<file path="config.mk">
export PLATFORM = sky130hd
export DESIGN_NAME = cpm_alu8
export DESIGN_NICKNAME = d
export VERILOG_FILES = /design/src/cpm_alu8.v
export SDC_FILE = /design/constraint.sdc
export NUM_CORES = 1
export LEC_CHECK = 0
export BUFFER_PORTS_ARGS = -buffer_cell sky130_fd_sc_hd__buf_2
export CORE_MARGIN = 2
export CORE_UTILIZATION = 23
export DETAILED_ROUTE_END_ITERATION = 10
export GPL_TIMING_DRIVEN = 1
export MAX_ROUTING_LAYER = met4
export PLACE_DENSITY = 0.56
export SLEW_MARGIN = 20
export SYNTH_ARGS = -nofsm -noshare
export SYNTH_HDL_FRONTEND = slang
export SYNTH_SLANG_ARGS = --single-unit
</file>
<file path="constraint.sdc">
create_clock -name vclk -period 4.42
set_input_delay 0.221 -clock vclk [all_inputs]
set_output_delay 0.221 -clock vclk [all_outputs]
set_load 0.005 [all_outputs]
</file>
<file path="src/cpm_alu8.v">
// 8-bit adder/subtractor with half carry, carry/borrow and overflow
// purely combinational; the caller owns every register
`timescale 1ns/1ps
module cpm_alu8 (
   // operands
   input  wire [7:0] a_i,
   input  wire [7:0] b_i,
   input  wire       sub_i,
   input  wire       cin_i,
   // results
   output wire [7:0] sum_o,
   output wire       half_o,
   output wire       carry_o,
   output wire       ovf_o
);
   wire [7:0] b_eff;
   wire       c0;
   wire [4:0] low_sum;
   wire [8:0] full_sum;

   // subtraction as a + ~b + 1, borrow in folded into carry in
   assign b_eff    = sub_i ? ~b_i : b_i;
   assign c0       = sub_i ? ~cin_i : cin_i;
   assign low_sum  = {1'b0, a_i[3:0]} + {1'b0, b_eff[3:0]} + {4'h0, c0};
   assign full_sum = {1'b0, a_i} + {1'b0, b_eff} + {8'h00, c0};
   assign sum_o    = full_sum[7:0];
   assign half_o   = low_sum[4];
   assign carry_o  = sub_i ? ~full_sum[8] : full_sum[8];
   assign ovf_o    = (a_i[7] == b_eff[7]) && (full_sum[7] != a_i[7]);
endmodule // cpm_alu8

</file>
# Word-level counts from Yosys, hierarchy flattened
# Index checks and enable logic that the tools add are counted.
# classes
bitwise_logic,3
eq_ne,2
add_sub_neg,4
mux,3
reduce_logical,1
# op_table
operator,count
$add A8 B8 Y9,1
$add A9 B1 Y9,1
$mux W8,1
$not A8 Y8,1
$add A4 B4 Y5,1
$add A5 B1 Y5,1
$mux W1,2
$not A1 Y1,2
$eq A1 B1 Y1,1
$logic_and A1 B1 Y1,1
$ne A1 B1 Y1,1
# totals
out_inout_bits,11
ff_bits,0

# Longest topological paths before layout
# Gate-level depths: netlist (run 1).
# logic_depth
word_depth,6
depth_mapped,8

# Worst setup path after synthesis (run 1)
# OpenSTA, ideal clock, no wires.
# synth_timing
path_kind,input to output
startpoint,input sub_i
endpoint,output carry_o
slack_ns,2.038
n_path_buf,1
t_arrival_ns,2.161
cell_stages,8
path_cell_list,buf_2 xor2_1 fa_1 fa_1 a211oi_1 o21bai_1 a31oi_1 xnor2_1
# synth_between
elab_chain_cells,5
# synth_lines
item,line_no,text
from (decl),8,"input wire sub_i,"
$mux W8,22,assign b_eff = sub_i ? ~b_i : b_i;
$add A8 B8 Y9,25,"assign full_sum = {1'b0, a_i} + {1'b0, b_eff} + {8'h00, c0};"
$add A9 B1 Y9,25,
$not A1 Y1,28,assign carry_o = sub_i ? ~full_sum[8] : full_sum[8];
$mux W1 (*),28,
to (decl),13,"output wire carry_o,"
# Mark *: on every way between the ends. The rest lies on a longest branch, timed or not.

# Final worst setup path (run 1)
# Ends and elaborated chain as after synthesis.

==> results of run 1 <==
layer usage:
metal / track usage / up-vias
li1: - / 238
met1: 0.108 / 198
met2: 0.156 / 19
met3: 0 / 0
met4: 0 / 0
met5: - / -
per-stage QoR:
step | util | hold slack, ns | area [sq um]
floorplan | - | 0.600 | 418
global placement | 0.341 | 0.790 | 589
detailed placement | 0.341 | 0.806 | 589
CTS | 0.341 | 0.807 | 589
global route | 0.341 | 0.835 | 589
finish | 0.341 | 0.806 | 589
critical path, cell delays in order:
cell	delay, ns
buf_2	0.19
xor2_1	0.21
fa_1	0.45
fa_1	0.44
a211oi_1	0.31
o21bai_1	0.12
a31oi_1	0.20
xnor2_1	0.13
buf_2	0.13
power by group through the flow:
stage	Sequential, mW	Combinational [mW]	Clock [mW]
3_5_place_dp	0	0.121	0
5_1_grt	0	0.135	0
3_3_place_gp	0	0.119	0
6_report	0	0.119	0
4_1_cts	0	0.122	0
2_1_floorplan	0	0.0767	0
final timing paths:
path / start / to / slack, ns / cells after the start
min: a_i[0] / sum_o[0] / 0.81 / 3
max: sub_i / carry_o / 1.80 / 9
layout by cell type, fill, tap and decap left out, types with 3 or more instances in the layout:
master	Yosys	layout
o21bai_1	3	3
a21o_1	3	3
ha_1	7	7
o21ai_0	3	3
buf_2	1	29
xor2_1	11	11
xnor2_1	5	5
a21oi_1	3	3
area by class of cell:
cell class	count	area [sq um]	share of cell area
multi-input cells	48	413	0.701
well taps	25	31.3	0.0531
repair buffers	29	145	0.246
cell families (layout without fill, tap and decap cells):
logic type / after synthesis / in the layout
buffers and inverters: 1 / 29
and+or+nand+nor: 6 / 6
adders and majority gates: 9 / 9
AOI/OAI and AO/OA: 16 / 16
xor gates and xnor gates: 16 / 16
muxes: 1 / 1
==> impl_metrics.tcl, run 1 <==
set metrics [dict create \
    drt-met1-wl_um 413 \
    slew_viol_final 0 \
    dieArea_sq_mm 0.00217 \
    crit_arrival_ns 2.40 \
    synthAdderAreaFrac 0.305 \
    placedCellCount 102 \
    yosys_warnings 0 \
    p_comb_frac 1.000 \
    synthDistinctLibCells 18 \
    grt_pass1_wl_um 1350 \
    setup_ws_ns 1.80 \
    max_slew_margin 0.803 \
    synth_seq_area_share 0 \
    nFlopsAndLatches 0 \
    ioPinCount 29 \
    clkPwrFrac 0 \
    switching_share 0.472 \
    die_w_um 46.6 \
    synth-simple-area-share 0.0749 \
    muxShareOfSynthArea 0.0269 \
    post_cts_buffers 0 \
    fillers 188 \
    ctsHoldBuffers 0 \
    dr_wl_met2_um 477 \
    instances_no_fill 102 \
    drive_gt1_frac 0.390 \
    synth_cells 49 \
    rsz0062_at_grt "no" \
    grt_pass1_vias 347 \
    hold_class "in2out" \
    crit_path_start_kind "input pin" \
    setup_viol 0 \
    power_switching_mw 0.0563 \
    synth_area_sq_um 418 \
    maxCapViolations 0 \
    vias 455 \
    internal-power_mw 0.0628 \
    antenna_left 0 \
    worst-setup-path-type "in2out" \
    design.core.area_sq_mm 0.00173 \
    row_count 15 \
    yosysMostFrequentCell "xor2_1" \
    peakVddDrop_uv 63.6 \
    syn_to_final_growth_pct 41.0 \
    num_antenna_cells 0 \
    routabilityCongestion 0.705 \
    overflow 0 \
    yosysTopAreaCellShare 0.231 \
    cts_resized 0 \
    status "complete, no violations" \
    grt_usage 0.0838 \
    dp_slack_ns 1.76 \
    drt_iter0_markers 5 \
    wl_met3_um 78 \
    drc 0 \
    finalSetupTns_ns 0 \
    total_power_mw 0.119 \
    synth_compound_area_frac 0.246 \
    layout_min_cycle_time_ns 2.62 \
    register_area_sq_um 0 \
    initial_utilization 0.242 \
    drt-total-wl_um 970 \
    top_layer_used "met3" \
    synth_top_family_by_area "XOR/XNOR gates" \
    synth_commonest_cells "xor2_1, ha_1, xnor2_1" \
    die_y_um 46.6 \
    clkbuf_count 0 \
    first_pass_iters 4 \
    wl_per_cell_um 9.51 \
    critical_path_required_ns 4.20 \
    worst_slew_pin_slew_ns 0.293 \
    avgSynthCellArea_sq_um 8.53 \
    yosys.area.top_type "xor2_1" \
    grt_max_degree 11 \
    hold_viol_final 0 \
    synth_fp_nets 76 \
    dp_hpwl_um 868 \
    pwr_density_cell_mw_per_mm2 202 \
    portBuffers 29 \
    seqPwrFrac 0 \
    antenna_found_initial 0 \
    post-route-period-util 0.593 \
    worstPathMaxFanout 10 \
    nNetsFinal 106 \
    cp-end-kind "primary output" \
    fmax_ghz 0.381 \
    vias_per_cell 4.46 \
    synthXorXnorAreaFrac 0.335 \
    synth.area.top_cells "xor2_1, ha_1, xnor2_1" \
    p_leak_nw 0.304 \
]
Power figures use the tool's default switching activity.
==> run 2: changes to the inputs <==
ABC_AREA = 1   (was unset)
CORE_ASPECT_RATIO = 1.5   (was unset)
clock period = 2.2 ns   (was 4.42 ns; I/O delays follow)
==> run 2 against run 1 <==
  * Global-route usage increased by 0.96 points
  * Non-clock buffer count increased by 1
  * Clock-buffer cell count unchanged
  * Via count increased by 21%
  * Hold slack got worse by 0.25 ns
  * Power increased by 110%
  * Die area increased by 10%
  * Synthesized cell count increased by 51%
  * Cell area increased by 8.3%
  * Final cell count increased by 22%
  * Core utilization decreased by 0.15 points
  * Area after synthesis increased by 11%
==> impl_metrics.tcl, run 2 <==
set metrics [dict create \
    status "complete, no violations" \
    hold_viol_final 0 \
    die_y_um 59.0 \
    peakVddDrop_uv 142 \
    drc 0 \
    p_leak_nw 0.389 \
    max_slew_margin 0.814 \
    rsz0062_at_grt "no" \
    drive_gt1_frac 0.311 \
    synth.area.top_cells "xor2_1, ha_1, nand2_1" \
    num_antenna_cells 0 \
    portBuffers 29 \
    grt_max_degree 10 \
    crit_arrival_ns 1.85 \
    fmax_ghz 0.510 \
    pwr_density_cell_mw_per_mm2 384 \
    cp-end-kind "primary output" \
    total_power_mw 0.245 \
    routabilityCongestion 0.784 \
    vias 551 \
    nFlopsAndLatches 0 \
    drt-total-wl_um 1120 \
    avgSynthCellArea_sq_um 6.27 \
    crit_chain "buf_2 -> xor2_1 -> fa_1 -> fa_1 -> nand3_1 -> nand2_1 -> nand3_1 -> nand2_1 -> nand2_1 -> nand2_1 -> buf_2" \
    dieArea_sq_mm 0.00240 \
    synth_cells 74 \
    critical_path_required_ns 2.09 \
    design.core.area_sq_mm 0.00188 \
    final_cell_mix "buf_2, nand2_1, xor2_1, inv_1, ha_1" \
    crit_start "sub_i" \
    die_w_um 40.7 \
    setup_viol 0 \
    initial_utilization 0.247 \
    critPathTopFamily "adder cells" \
    post_cts_buffers 0 \
    cts_resized 0 \
    crit_path_start_kind "input pin" \
    min_delay_path_depth 3 \
    finalSetupTns_ns 0 \
    synth_area_sq_um 464 \
    yosys_warnings 0 \
    vias_per_cell 4.44 \
    synth_fp_nets 101 \
    grt_pass1_wl_um 1680 \
    layout_min_cycle_time_ns 1.96 \
    dp_hpwl_um 1010 \
    crit_buf_inv 2 \
    post-route-period-util 0.891 \
    fillers 219 \
    drt_iter0_markers 2 \
    cp_common_cell "nand2_1" \
    syn_to_final_growth_pct 37.5 \
    wl_per_cell_um 9.02 \
    cpMaxStageDelayCell "fa_1" \
    worst-setup-path-type "in2out" \
    yosysTopAreaCellShare 0.226 \
    layout_commonest_cell "buf_2" \
    ioPinCount 29 \
    first_pass_iters 2 \
    antenna_left 0 \
    row_count 19 \
    yosys.area.top_type "xor2_1" \
    grt_pass1_vias 501 \
    slew_viol_final 0 \
    worst_slew_pin_slew_ns 0.278 \
    hold_class "in2out" \
    max_stage_delay_ns 0.44 \
    register_area_sq_um 0 \
    antenna_found_initial 0 \
    synth_commonest_cells "nand2_1, xor2_1, inv_1" \
    post-route-util 0.340 \
    hp-start "a_i[0]" \
    worstPathMaxFanout 4 \
    grt_usage 0.0934 \
    synth_seq_area_share 0 \
    synthDistinctLibCells 14 \
    nNetsFinal 132 \
    yosysMostFrequentCell "nand2_1" \
    maxCapViolations 0 \
    overflow 0 \
    hold_end "sum_o[0]" \
    ctsHoldBuffers 0 \
    clkbuf_count 0 \
]
==> run 2: area by class of cell <==
type,instances,area (sq um),area share
multi-input combinational,65,429,0.673
tap,21,26.3,0.0412
timing repair buffer,30,153,0.239
inverter,8,30.0,0.0471
==> run 2: cell families after synthesis <==
family / after synthesis / synth area share
and+or+nand+nor: 38 / 0.345
xor gates and xnor gates: 13 / 0.245
adders and majority gates: 9 / 0.275
buffers and inverters: 9 / 0.0755
AOI/OAI and AO/OA: 5 / 0.0593
==> run 2: per-layer routing <==
layer / vias up / wire length, um / GRT usage
met4: 0 / 0 / 0
met2: 23 / 600 / 0.204
met5: - / 0 / -
li1: 292 / - / -
met1: 236 / 419 / 0.0810
met3: 0 / 99 / 0.00376
==> run 2: worst max-delay path by stage <==
stage	end	slack, ns	cells past startpoint
finish	sum_o[6]	0.24	11
detailed placement	sum_o[6]	0.23	11
global placement	sum_o[6]	0.28	11
CTS	sum_o[6]	0.22	11
global route	sum_o[6]	0.15	11
floorplan	sum_o[6]	0.39	10
==> run 2: report_power, final <==
group / internal [mW] / switching [mW]
combinational: 0.115 / 0.130
clock: 0 / 0
sequential: 0 / 0
==> run 2: worst min-delay path: cells and delay by family <==
kind / cells / cell delay, ns
adders and majority gates: 1 / 0.15
buffers and inverters: 2 / 0.19
==> run 2: per-stage QoR <==
step	hold slack [ns]	worst slack, ns	std cells	cell area, sq um
floorplan	0.335	0.388	74	464
global placement	0.552	0.282	124	638
detailed placement	0.565	0.228	124	638
CTS	0.565	0.223	124	638
global route	0.600	0.154	124	638
finish	0.561	0.241	124	638
